===== config.mk =====
export PLATFORM = sky130hd
export DESIGN_NAME = sysctl_unit
export DESIGN_NICKNAME = d
export VERILOG_FILES = /design/src/sysctl_pkg.sv /design/src/sysctl_unit.sv /design/src/sysctl_pulse.sv
export SDC_FILE = /design/constraint.sdc
export NUM_CORES = 1
export LEC_CHECK = 0
export ABC_AREA = 1
export BUFFER_PORTS_ARGS = -buffer_cell sky130_fd_sc_hd__buf_2
export CORE_AREA = 2 2 97 99
export CTS_CLUSTER_DIAMETER = 200
export DETAILED_ROUTE_END_ITERATION = 10
export DIE_AREA = 0 0 99 101
export GPL_TIMING_DRIVEN = 0
export PLACE_DENSITY_LB_ADDON = 0.3
export SETUP_SLACK_MARGIN = 0.15
export SLEW_MARGIN = 5
export SYNTH_ARGS = -nofsm -noshare
export SYNTH_HDL_FRONTEND = slang
export SYNTH_SLANG_ARGS = --single-unit

===== constraint.sdc =====
create_clock -name clk_i -period 1.8 [get_ports clk_i]
set_input_delay 0.18 -clock clk_i [delete_from_list [all_inputs] [get_ports clk_i]]
set_output_delay 0.18 -clock clk_i [all_outputs]
set_load 0.01 [all_outputs]

===== src/sysctl_pkg.sv =====
`default_nettype none
package sysctl_pkg;

   // Widths
   localparam int PC_W = 12;
   localparam int SP_W = 8;
   localparam int DATA_W = 8;

   // Instruction codes of the system-control group
   typedef enum logic [3:0] {
      OP_NOP     = 4'h0,
      OP_CALL    = 4'h1,
      OP_GOTO    = 4'h2,
      OP_RET_IMM = 4'h3,
      OP_RET     = 4'h4,
      OP_RETI    = 4'h5,
      OP_WDRST   = 4'h6,
      OP_PCADD   = 4'h7,
      OP_ENGINT  = 4'h8,
      OP_DISGINT = 4'h9,
      OP_STOPSYS = 4'ha,
      OP_STOPEXE = 4'hb,
      OP_SWRESET = 4'hc
   } op_type;

   // Execution sequencer states, Gray coded
   typedef enum logic [1:0] {
      ST_FETCH  = 2'b00,
      ST_SECOND = 2'b01,
      ST_HALT   = 2'b10
   } state_type;

   // Decoded instruction carrier
   typedef struct packed {
      op_type              op;
      logic [PC_W-1:0]     target;
      logic [DATA_W-1:0]   imm;
   } instr_type;

   // Stack write / read request carrier
   typedef struct packed {
      logic                we;
      logic                re;
      logic [SP_W-1:0]     addr;
      logic [PC_W-1:0]     wdata;
   } stack_req_type;

   // Stack pointer step in bytes per saved address
   localparam logic [SP_W-1:0] SP_STEP = 8'h02;
   localparam logic [PC_W-1:0] PC_ONE = 12'h001;
   localparam logic [PC_W-1:0] PC_RESET = 12'h000;
   localparam logic [SP_W-1:0] SP_RESET = 8'h00;
   localparam logic [DATA_W-1:0] ACC_RESET = 8'h00;
   localparam logic [3:0] FLAGS_RESET = 4'h0;

endpackage
`default_nettype wire


===== src/sysctl_unit.sv =====
`timescale 1ns/1ps
`default_nettype none
// Functional notes
// - Call saves next address at stack pointer, loads target, sp += 2.
// - Jump loads any program address into the program counter.
// - Return-with-value loads its immediate into ACC, then returns.
// - Return does sp -= 2 and reloads pc from the stack there.
// - Interrupt return sets the global enable in the same cycle as it reloads pc.
// - Watchdog restart clears the watchdog count.
// - Computed jump sets pc to pc plus the accumulator.
// - Enable instruction sets the global interrupt enable.
// - Disable instruction clears the global interrupt enable.
// - Full halt stops all clocks including the oscillators.
// - CPU halt gates the CPU clock and keeps oscillators running.
// - Software reset resets the chip like a hardware reset.
// - No op here alters zero, carry, auxiliary carry or overflow flags.
// - Call, jump, computed jump, return and reti take two cycles.
module sysctl_unit
   import sysctl_pkg::*;
#(
   parameter int PCW = sysctl_pkg::PC_W
) (
   // Clock and reset
   input  wire logic                         clk_i,
   input  wire logic                         nrst_i,
   // Instruction issue
   input  wire logic                         valid_i,
   input  wire sysctl_pkg::instr_type        instr_i,
   input  wire logic                         wake_i,
   // Stack memory read data
   input  wire logic [sysctl_pkg::PC_W-1:0]  stack_rdata_i,
   // Core flags from the arithmetic path
   input  wire logic [3:0]                   flags_i,
   // Core state
   output logic [sysctl_pkg::PC_W-1:0]       pc_o,
   output logic [sysctl_pkg::SP_W-1:0]       sp_o,
   output logic [sysctl_pkg::DATA_W-1:0]     acc_o,
   output logic [3:0]                        flags_o,
   output logic                              gie_o,
   output logic                              busy_o,
   // Stack memory request
   output var sysctl_pkg::stack_req_type     stack_o,
   // System commands
   output logic                              wdt_clr_o,
   output logic                              osc_stop_o,
   output logic                              cpu_clk_gate_o,
   output logic                              chip_reset_o
);
   import sysctl_pkg::*;

   if (PCW != PC_W) begin : g_pcw_check
      $error("PCW must equal package PC_W");
   end

   state_type          state_q, state_d;
   logic [PC_W-1:0]    pc_q, pc_d;
   logic [SP_W-1:0]    sp_q, sp_d;
   logic [DATA_W-1:0]  acc_q, acc_d;
   logic [3:0]         flags_q, flags_d;
   logic               gie_q, gie_d;
   logic               osc_q, osc_d;
   logic               gate_q, gate_d;
   op_type             pend_q, pend_d;
   logic [PC_W-1:0]    tgt_q, tgt_d;
   stack_req_type      stk_q, stk_d;
   logic               busy_q, busy_d;
   logic               wd_fire;
   logic               rst_fire;
   logic               start;
   logic [PC_W-1:0]    acc_ext;

   assign start = valid_i && (state_q == ST_FETCH);
   assign acc_ext = {{(PC_W-DATA_W){1'b0}}, acc_q};

   // Next-state logic; two-cycle ops load pc in the second cycle
   always_comb begin
      state_d  = state_q;
      pc_d     = pc_q;
      sp_d     = sp_q;
      acc_d    = acc_q;
      flags_d  = flags_i;
      gie_d    = gie_q;
      osc_d    = osc_q;
      gate_d   = gate_q;
      pend_d   = pend_q;
      tgt_d    = tgt_q;
      stk_d    = '0;
      wd_fire  = 1'b0;
      rst_fire = 1'b0;
      case (state_q)
         ST_FETCH: begin
            if (valid_i) begin
               pend_d = instr_i.op;
               pc_d   = pc_q + PC_ONE;
               case (instr_i.op)
                  OP_CALL: begin
                     stk_d.we    = 1'b1;
                     stk_d.addr  = sp_q;
                     stk_d.wdata = pc_q + PC_ONE;
                     tgt_d       = instr_i.target;
                     state_d     = ST_SECOND;
                  end
                  OP_GOTO: begin
                     tgt_d   = instr_i.target;
                     state_d = ST_SECOND;
                  end
                  OP_RET_IMM, OP_RET, OP_RETI: begin
                     if (instr_i.op == OP_RET_IMM) begin
                        acc_d = instr_i.imm;
                     end
                     sp_d       = sp_q - SP_STEP;
                     stk_d.re   = 1'b1;
                     stk_d.addr = sp_q - SP_STEP;
                     state_d    = ST_SECOND;
                  end
                  OP_PCADD: begin
                     tgt_d   = pc_q + acc_ext;
                     state_d = ST_SECOND;
                  end
                  OP_WDRST:   wd_fire = 1'b1;
                  OP_ENGINT:  gie_d = 1'b1;
                  OP_DISGINT: gie_d = 1'b0;
                  OP_STOPSYS: begin
                     osc_d   = 1'b1;
                     gate_d  = 1'b1;
                     state_d = ST_HALT;
                  end
                  OP_STOPEXE: begin
                     gate_d  = 1'b1;
                     state_d = ST_HALT;
                  end
                  OP_SWRESET: rst_fire = 1'b1;
                  default: ;
               endcase
            end
         end
         ST_SECOND: begin
            state_d = ST_FETCH;
            case (pend_q)
               OP_CALL: begin
                  pc_d = tgt_q;
                  sp_d = sp_q + SP_STEP;
               end
               OP_GOTO, OP_PCADD: pc_d = tgt_q;
               OP_RET, OP_RET_IMM: pc_d = stack_rdata_i;
               OP_RETI: begin
                  pc_d  = stack_rdata_i;
                  gie_d = 1'b1;
               end
               default: ;
            endcase
         end
         ST_HALT: begin
            // Only a wake event or nrst_i restores clocks
            if (wake_i) begin
               osc_d   = 1'b0;
               gate_d  = 1'b0;
               state_d = ST_FETCH;
            end
         end
         default: state_d = ST_FETCH;
      endcase
      // Busy is registered from the next state so the pin is a flop output
      busy_d = (state_d != ST_FETCH);
   end

   // State registers
   always_ff @(posedge clk_i or negedge nrst_i) begin
      if (!nrst_i) begin
         state_q <= ST_FETCH;
         pc_q    <= PC_RESET;
         sp_q    <= SP_RESET;
         acc_q   <= ACC_RESET;
         flags_q <= FLAGS_RESET;
         gie_q   <= 1'b0;
         osc_q   <= 1'b0;
         gate_q  <= 1'b0;
         pend_q  <= OP_NOP;
         tgt_q   <= PC_RESET;
         stk_q   <= '0;
         busy_q  <= 1'b0;
      end else begin
         state_q <= state_d;
         pc_q    <= pc_d;
         sp_q    <= sp_d;
         acc_q   <= acc_d;
         flags_q <= flags_d;
         gie_q   <= gie_d;
         osc_q   <= osc_d;
         gate_q  <= gate_d;
         pend_q  <= pend_d;
         tgt_q   <= tgt_d;
         stk_q   <= stk_d;
         busy_q  <= busy_d;
      end
   end

   // Strobes to the watchdog and the reset generator
   sysctl_pulse u_wd (
      .clk_i   (clk_i),
      .nrst_i  (nrst_i),
      .fire_i  (wd_fire),
      .pulse_o (wdt_clr_o)
   );
   // Chip reset request; the reset block feeds it back onto nrst_i
   sysctl_pulse u_rst (
      .clk_i   (clk_i),
      .nrst_i  (nrst_i),
      .fire_i  (rst_fire),
      .pulse_o (chip_reset_o)
   );

   // Outputs straight from flops
   assign pc_o           = pc_q;
   assign sp_o           = sp_q;
   assign acc_o          = acc_q;
   assign flags_o        = flags_q;
   assign gie_o          = gie_q;
   assign busy_o         = busy_q;
   assign stack_o        = stk_q;
   assign osc_stop_o     = osc_q;
   assign cpu_clk_gate_o = gate_q;
endmodule
`default_nettype wire


===== src/sysctl_pulse.sv =====
`timescale 1ns/1ps
`default_nettype none
// Registered one-cycle strobe output
module sysctl_pulse (
   input  wire logic clk_i,
   input  wire logic nrst_i,
   input  wire logic fire_i,
   output logic      pulse_o
);
   logic pulse_q;
   logic pulse_d;

   // Next value is simply the request
   always_comb begin
      pulse_d = fire_i;
   end

   // Register
   always_ff @(posedge clk_i or negedge nrst_i) begin
      if (!nrst_i) begin
         pulse_q <= 1'b0;
      end else begin
         pulse_q <= pulse_d;
      end
   end

   assign pulse_o = pulse_q;
endmodule
`default_nettype wire


==> results.cfg, run 1 <==
[die]
ios = 104
core-area_um2 = 8980
die_y_um = 101
die_w_um = 99
start_util = 0.481
dieArea_um2 = 10000
placementRows = 35

[route]
drtPass1Iterations = 5
wl_per_cell_um = 14.8
num_vias = 4120
routed_wl_um = 11800
final_antenna_net_count = 0
drt-initial-drc-count = 194
viasPerCell = 5.16
drc = 0

[logic_synthesis]
synth.most_common_cell = nand2_1
synth_top_cell_area_share = 0.441
syn_area_um2 = 4310
synth_edf_count = 0
ys.flop_type = dfrtp_1
ys_types = 39
synth-seq-cells = 76
ys_async_sr_fraction = 1.00
synthTopCellsByCount = nand2_1 (160), dfrtp_1 (76), nor2_1 (58)
syn_avg_cell_area_um2 = 7.80
synth_top_cells_by_area = dfrtp_1 (44%), nand2_1 (14%), nor2_1 (5.0%), nand3_1 (4.9%), inv_1 (4.3%)
ys.warnings.count = 0
syn-instance-count = 553
yosysTopAreaCell = dfrtp_1
yosysSeqAreaShare = 0.441

[cts]
clockBufferDepth = 2
clk_pin_slew_worst_paths_ns = 0.08
clock_latency_ns = 0.35
h-tree-depth = 3
cts_tree = yes
cts_root_buf = clkbuf_8
clkSinkCount = 76
cts_buffers = 9

[cells_and_area]
regArea_um2 = 1910
fin_cells = 798
multi_input_area_um2 = 2290
area_delta_synth_final_pct = 28.0
drive_gt1_frac = 0.316
final_nets = 738
num_antenna_cells = 0
fillers = 826

[place]
dp_cells = 766
hpwlAfterDp_um = 8760
port_buffers = 100
gp_congestion = 0.932
pre_cts_ws_ns = -0.0572

[timing]
finalClockSkew_ns = 0.00984
post-route-min-period_ns = 1.76
hold_viol_final = 0
fin_tns_setup_ns = 0
setup_viol_count_final = 0
rsz0062_at_grt = true
fin_crit_sh = 0.979
fmax_mhz = 567
finalWorstSetupSlack_ns = 0.0378
maxSlewViolCount = 0

[setup_path]
path_class = reg2reg
critPathLaunchType = flop
endpoint_kind = flop
arrival_ns = 2.03
r2r_cells = 9
worstPathMaxFanout = 3
crit_required_ns = 2.07

[power]
ir_drop_v = 0.000833
powerDensity_nw_per_um2 = 1350
total_leakage_power_uw = 0.00290

[flow_run]
drv_cap = 0

[global_routing]
antenna_found_initial = 0
grt_pass1_wl_um = 18500
track_usage = 0.236
grt_max_degree = 46
grt_overflow_total = 0
grt_pass1_vias = 3762

[hold_path]
worstHoldPathCells = 2
holdCritPathClass = in2reg

[status]
status = finished clean
[state kept, by name, summed over array words and instances (netlist names), 2 cells and up]
name and count:
stack_o 21, tgt_q 12, sp_o 7, pc_o 12
state_q 2, pend_q 4, flags_o 4, acc_o 8
[metal layers]
metal | vias up | share of wire | GRT usage
met2 | 154 | 0.48 | 0.384
met1 | 1907 | 0.45 | 0.328
met3 | 19 | 0.055 | 0.0374
li1 | 2040 | - | -
met5 | - | 0 | 0
met4 | 0 | 0.015 | 0.0727
[power breakdown]
| part | internal, uW | total (uW) | switching (uW) |
|---|---|---|---|
| registers | 2130 | 2670 | 546 |
| clock network | 650 | 1280 | 625 |
| logic | 1480 | 3520 | 2040 |
| total | 4260 | 7460 | 3210 |
[logic make-up after synthesis]
family | synth area share
compound gates | 0.0902
xor+xnor | 0.0386
simple gates | 0.299
buf+inv | 0.0734
fa+ha+maj | 0.0365
other cells | 0.000869
flops | 0.441
mux | 0.0209
[cell type report]
type                            instances  share of cell area
Clock inverter                          3             0.00340
Clock buffer                           13              0.0324
Sequential cell                        76               0.347
Multi-Input combinational cell        404               0.415
Buffer                                 14              0.0172
Inverter                               60              0.0415
Tap cell                              111              0.0252
Timing Repair Buffer                  117               0.119
[worst max-delay path: stages, from the launching register on]
cell and delay [ns]:
dfrtp_2 0.45, ha_4 0.17, fa_2 0.35, nand2_2 0.11
nand3_4 0.09, nand3_2 0.08, nand2_2 0.05, xor2_1 0.16
nand2_1 0.09, a21oi_2 0.15
[worst paths after layout]
kind	start	endpoint	slack, ns
setup / recovery	pc_o[0]	tgt_q[6]	0.04
hold reg to reg	tgt_q[9]	tgt_q[9]	0.48
setup reg to reg	pc_o[0]	tgt_q[6]	0.04
hold / removal	instr_i[6]	acc_o[6]	0.06
max in group asynchronous	nrst_i	pc_o[3]	0.87
min in group asynchronous	nrst_i	osc_stop_o	0.32
[cells in the final DEF (no fill, tap or decap), types with 4 or more instances in the layout]
cell           count
inv_1             47
a21oi_1           17
dfrtp_2            9
nand4_1           10
nor2_2             5
mux2_2             8
dlygate4sd3_1      5
nand2_2            7
nand2_1          155
o22ai_1            6
buf_4             19
xnor2_1            4
nand3_1           39
nor2_1            54
dfrtp_1           67
ha_4               7
nor2_4             5
o21ai_1            8
buf_2            103
xor2_1            15
clkbuf_8          13
inv_2             11
o21ai_0           26
[through the flow]
stage	instance area (um2)	utilization	total power, uW	hold WS [ns]
detailed placement	4990	0.556	5620	0.161
finish	5520	0.615	7460	0.0594
CTS	5390	0.600	7200	0.0518
global route	5520	0.615	8020	0.0538
global placement	4970	0.554	5540	0.289
floorplan	4330	-	4600	-0.116
[what timing repair did]
action / in CTS / in global routing
resized for setup: 19 / 28
endpoints found under the setup margin: 14 / 38
hold buffers: 5 / 0
pin swaps: 5 / 5
setup buffers: 8 / 3
cloned: 0 / 0
endpoints found under the hold margin: 35 / 0
Note: power is estimated with default switching activity, not from simulation.
==> run 2, diff against run 1 <==
--- a/config.mk
+++ b/config.mk
@@ -7,14 +7,14 @@
 export LEC_CHECK = 0
 export ABC_AREA = 1
 export BUFFER_PORTS_ARGS = -buffer_cell sky130_fd_sc_hd__buf_2
-export CORE_AREA = 2 2 97 99
+export CORE_AREA = 2 2 101 103
 export CTS_CLUSTER_DIAMETER = 200
 export DETAILED_ROUTE_END_ITERATION = 10
-export DIE_AREA = 0 0 99 101
-export GPL_TIMING_DRIVEN = 0
+export DIE_AREA = 0 0 103 105
 export PLACE_DENSITY_LB_ADDON = 0.3
 export SETUP_SLACK_MARGIN = 0.15
 export SLEW_MARGIN = 5
 export SYNTH_ARGS = -nofsm -noshare
 export SYNTH_HDL_FRONTEND = slang
 export SYNTH_SLANG_ARGS = --single-unit
+export TNS_END_PERCENT = 20
==> results.cfg, run 2 (synthesis gave the netlist of run 1 again) <==
[cells_and_area]
regArea_um2 = 1910
final_nets = 734
area_delta_synth_final_pct = 28.8
num_antenna_cells = 0
drive_gt1_frac = 0.322
final_cell_mix = nand2_1 (148), buf_2 (100), dfrtp_1 (70), nor2_1 (54), inv_1 (48)
fin_area_um2 = 5560
fillers = 927
largest_reg_flops = 21
multi_input_area_um2 = 2350
layout_commonest_cell = nand2_1
fin_util = 0.576

[die]
core-area_um2 = 9640
start_util = 0.448
ios = 104
die_w_um = 103
die_y_um = 105
dieArea_um2 = 10800
placementRows = 36

[cts]
clockBufferDepth = 2
cts_root_buf = clkbuf_8
clkSinkCount = 76
cts_tree = yes
clk_pin_slew_worst_paths_ns = 0.08
cts_buffers = 9
h-tree-depth = 3
clock_latency_ns = 0.36

[timing]
finalClockSkew_ns = 0.0125
setup_viol_count_final = 1
hold_slack_ns = 0.0480
fmax_mhz = 542
rsz0062_at_grt = true
hold_viol_final = 0
finalWorstSetupSlack_ns = -0.0457
fin_crit_sh = 1.03
maxSlewViolCount = 0
post-route-min-period_ns = 1.85

[place]
hpwlAfterDp_um = 9030
port_buffers = 101
gp_congestion = 0.990
placed_area_um2 = 5050

[setup_path]
path_class = reg2reg
arrival_ns = 2.13
critPathLaunchType = flop
worstPathMaxFanout = 3
endpoint_kind = flop
r2r_cells = 9
crit_required_ns = 2.09

[route]
viasPerCell = 5.12
drt-initial-drc-count = 223
num_vias = 4175
routed_wl_um = 12500
drc = 0
wl_per_cell_um = 15.3
drtPass1Iterations = 4
final_antenna_net_count = 0

[global_routing]
grt_overflow_total = 0
antenna_found_initial = 0
grt_pass1_wl_um = 19000
grt_max_degree = 43
grt_pass1_vias = 3934
track_usage = 0.226

[power]
powerDensity_nw_per_um2 = 1370
p_total_uw = 7590
ir_drop_v = 0.000774
total_leakage_power_uw = 0.00289

[status]
status = complete, but fails checks
violations = setup timing

[hold_path]
holdCritPathClass = in2reg
worstHoldPathCells = 2

[flow_run]
drv_cap = 0
-- run 2: final timing paths --
kind / from / to / slack [ns]
worst max-delay path: acc_o[0] / tgt_q[6] / -0.05
worst min-delay path: instr_i[4] / acc_o[4] / 0.05
worst max register to register: acc_o[0] / tgt_q[6] / -0.05
worst min register to register: tgt_q[9] / tgt_q[9] / 0.48
max in group asynchronous: nrst_i / pc_o[4] / 0.87
min in group asynchronous: nrst_i / u_rst.pulse_o / 0.32
-- run 2: critical path, stage by stage, from the launching register on --
cell     delay [ns]
dfrtp_1        0.43
ha_4           0.19
fa_2           0.42
nand2_2        0.12
nand3_4        0.09
nand3_1        0.11
nand2_1        0.07
xor2_1         0.15
nand2_1        0.09
a21oi_2        0.12
-- run 2: area by class of cell --
type,instances,share of cell area
multi-input combinational,404,0.423
sequential,76,0.344
timing repair buffer,127,0.131
inverter,60,0.0421
tap,133,0.0300
clock buffer,11,0.0255
clock inverter,5,0.00495
-- run 2: timing repair --
item,4_1_cts,5_1_grt
hold endpoints to repair,38,0
gates resized for setup,3,54
setup buffers,0,5
hold buffers,5,0
pin swaps,0,9
endpoints found under the setup margin,6,39
-- run 2: report_power, final --
group | switching (uW) | internal [uW]
combinational | 2230 | 1570
clock | 645 | 529
sequential | 501 | 2120
-- run 2: metrics by stage --
stage	setup TNS (ns)	setup slack, ns	std cells
2_1_floorplan	0	0.151	554
6_report	-0.0457	-0.0457	816
4_1_cts	0	0.0913	811
3_5_place_dp	0	0.0442	790
5_1_grt	-0.243	-0.117	816
3_3_place_gp	0	0.0420	790
-- run 2: routing by layer --
| metal | wire (um) | vias to the layer above | global-route usage |
|---|---|---|---|
| li1 | - | 2030 | - |
| met1 | 5700 | 1960 | 0.323 |
| met2 | 5710 | 159 | 0.335 |
| met3 | 757 | 26 | 0.0368 |
| met4 | 339 | 0 | 0.0949 |
| met5 | 0 | - | 0 |
==> run 3, diff against run 2 <==
--- a/config.mk
+++ b/config.mk
@@ -7,14 +7,15 @@
 export LEC_CHECK = 0
 export ABC_AREA = 1
 export BUFFER_PORTS_ARGS = -buffer_cell sky130_fd_sc_hd__buf_2
-export CORE_AREA = 2 2 101 103
+export CORE_AREA = 2 2 102 104
 export CTS_CLUSTER_DIAMETER = 200
 export DETAILED_ROUTE_END_ITERATION = 10
-export DIE_AREA = 0 0 103 105
+export DIE_AREA = 0 0 104 106
 export PLACE_DENSITY_LB_ADDON = 0.3
 export SETUP_SLACK_MARGIN = 0.15
 export SLEW_MARGIN = 5
 export SYNTH_ARGS = -nofsm -noshare
 export SYNTH_HDL_FRONTEND = slang
+export SYNTH_HIERARCHICAL = 1
 export SYNTH_SLANG_ARGS = --single-unit
 export TNS_END_PERCENT = 20
==> constraint.sdc (replaced) <==
create_clock -name clk_i -period 1.8 [get_ports clk_i]
set_input_delay 0.27 -clock clk_i [delete_from_list [all_inputs] [get_ports clk_i]]
set_output_delay 0.27 -clock clk_i [all_outputs]
set_load 0.01 [all_outputs]
==> results.cfg, run 3 <==
[logic_synthesis]
synthTopCellsByCount = nand2_1 (170), dfrtp_1 (76), nor2_1 (55)
yosysTopAreaCell = dfrtp_1
synth_top_cells_by_area = dfrtp_1 (44%), nand2_1 (15%), nand3_1 (5.1%), nor2_1 (4.8%), inv_1 (4.7%)
syn_area_um2 = 4340
ys_types = 40
ys.warnings.count = 6
syn_avg_cell_area_um2 = 7.75
synth_edf_count = 0
ys_async_sr_fraction = 1.00
synth_top_cell_area_share = 0.438
synth-seq-cells = 76
ys.flop_type = dfrtp_1
syn-instance-count = 560
synth.most_common_cell = nand2_1
yosysSeqAreaShare = 0.438

[hold_path]
holdCritPathClass = in2reg

[power]
total_leakage_power_uw = 0.00293
net-switching-power_uw = 3150
p_comb_frac = 0.480
power_frac_seq = 0.338
pwr-share-clk = 0.181
swShare = 0.423
powerDensity_nw_per_um2 = 1360
p_int_uw = 4300
ir_drop_v = 0.000638

[setup_path]
slowest_stage = dfrtp_1
crit_family = adder cells
critPathLaunchType = flop
crit_required_ns = 2.10
path_class = reg2reg
worstPathMaxFanout = 3
cpMostUsedCell = nand2_2
endpoint_kind = flop
path_buf_inv = 0
crit_chain = ha_4 > fa_2 > nand2_2 > nand3_4 > nand3_2 > nand2_2 > xor2_1 > nand2_1 > a21oi_2
arrival_ns = 2.04
crit_path_max_incr_delay_ns = 0.42

[die]
die_w_um = 104
die_y_um = 106
core-area_um2 = 10000
ios = 104
dieArea_um2 = 11000
placementRows = 37
start_util = 0.434

[global_routing]
antenna_found_initial = 0
grt_max_degree = 43
track_usage = 0.213
grt_pass1_vias = 3878
grt_overflow_total = 0
grt_pass1_wl_um = 18500

[timing]
post-route-min-period_ns = 1.74
rsz0062_at_grt = true
finalClockSkew_ns = 0.0105
hold_viol_final = 0
setup_viol_count_final = 0
fin_crit_sh = 0.966
maxSlewViolCount = 0
fmax_mhz = 575
finalWorstSetupSlack_ns = 0.0616

[route]
drtPass1Iterations = 4
viasPerCell = 5.01
routed_wl_um = 11600
final_antenna_net_count = 0
drt-initial-drc-count = 172
drc = 0
num_vias = 4132
wl_per_cell_um = 14.0

[cells_and_area]
fin_util = 0.550
final_nets = 740
layout_commonest_cell = nand2_1
largest_reg_flops = 21
area_delta_synth_final_pct = 26.6
fillers = 962
drive_gt1_frac = 0.287
final_cell_mix = nand2_1 (165), buf_2 (100), dfrtp_1 (75), inv_1 (54), nor2_1 (53)
num_antenna_cells = 0

[place]
gp_congestion = 0.942
port_buffers = 101
pre_cts_ws_ns = 0.0943
hpwlAfterDp_um = 8740

[cts]
h-tree-depth = 3
clockBufferDepth = 2
cts_root_buf = clkbuf_8
clkSinkCount = 76
clock_latency_ns = 0.37
cts_tree = yes
cts_buffers = 9
clk_pin_slew_worst_paths_ns = 0.08

[flow_run]
drv_cap = 0

[status]
status = finished clean
==> run 3: area by class of cell <==
cell class                 instances  area, um2  share of cell area
multi-input combinational        408       2260               0.410
timing repair buffer             125        724               0.132
sequential                        76       1900               0.346
clock inverter                     1       30.0             0.00546
inverter                          64        246              0.0448
clock buffer                      15        166              0.0303
tap                              136        170              0.0310
==> run 3: layer usage <==
layer | track usage | wire (um) | vias up | share of wire
met1 | 0.291 | 5430 | 1919 | 0.47
li1 | - | - | 2041 | -
met2 | 0.334 | 5160 | 153 | 0.45
met4 | 0.0840 | 251 | 0 | 0.022
met5 | 0 | 0 | - | 0
met3 | 0.0435 | 750 | 19 | 0.065
==> run 3: power groups by stage <==
stage	Sequential (uW)	Clock (uW)	Combinational, uW
3_3_place_gp	2490	0	3230
6_report	2520	1350	3580
4_1_cts	2470	1380	3280
2_1_floorplan	2640	0	1960
5_1_grt	2570	1440	4020
3_5_place_dp	2510	0	3250
==> run 3: worst paths after layout <==
check | startpoint | end | slack [ns] | cells after the start
max in group asynchronous | nrst_i | stack_o[7] | 0.81 | 3
min in group asynchronous | nrst_i | sp_o[3] | 0.41 | 2
hold reg to reg | tgt_q[11] | tgt_q[11] | 0.49 | 2
setup / recovery | pc_o[0] | tgt_q[6] | 0.06 | 9
hold / removal | flags_i[1] | flags_o[1] | 0.01 | 1
setup reg to reg | pc_o[0] | tgt_q[6] | 0.06 | 9
==> run 3: cell families after synthesis <==
logic type,Yosys count,synth area share
fa+ha+maj,12,0.0363
other cells,1,0.000864
mux,8,0.0208
compound gates,66,0.0850
xor+xnor,18,0.0363
flops,76,0.438
buf+inv,77,0.0784
simple gates,302,0.304
==> run 3: per-stage QoR <==
| stage | instance area, um2 | hold WS [ns] | TNS [ns] | power (uW) | instances |
|---|---|---|---|---|---|
| after floorplan | 4360 | -0.0256 | 0 | 4600 | 561 |
| after global placement | 5090 | 0.259 | 0 | 5720 | 801 |
| after detailed placement | 5090 | 0.262 | 0 | 5750 | 801 |
| after CTS | 5320 | 0.00335 | 0 | 7140 | 821 |
| after global routing | 5500 | 0.00657 | -0.0402 | 8030 | 825 |
| final | 5500 | 0.0136 | 0 | 7460 | 825 |
==> run 3: repair_timing <==
item,4_1_cts,5_1_grt
endpoints found under the setup margin,5,26
pin swaps,0,5
hold endpoints to repair,36,0
gates resized for setup,1,28
hold buffers,3,0
setup buffers,1,4
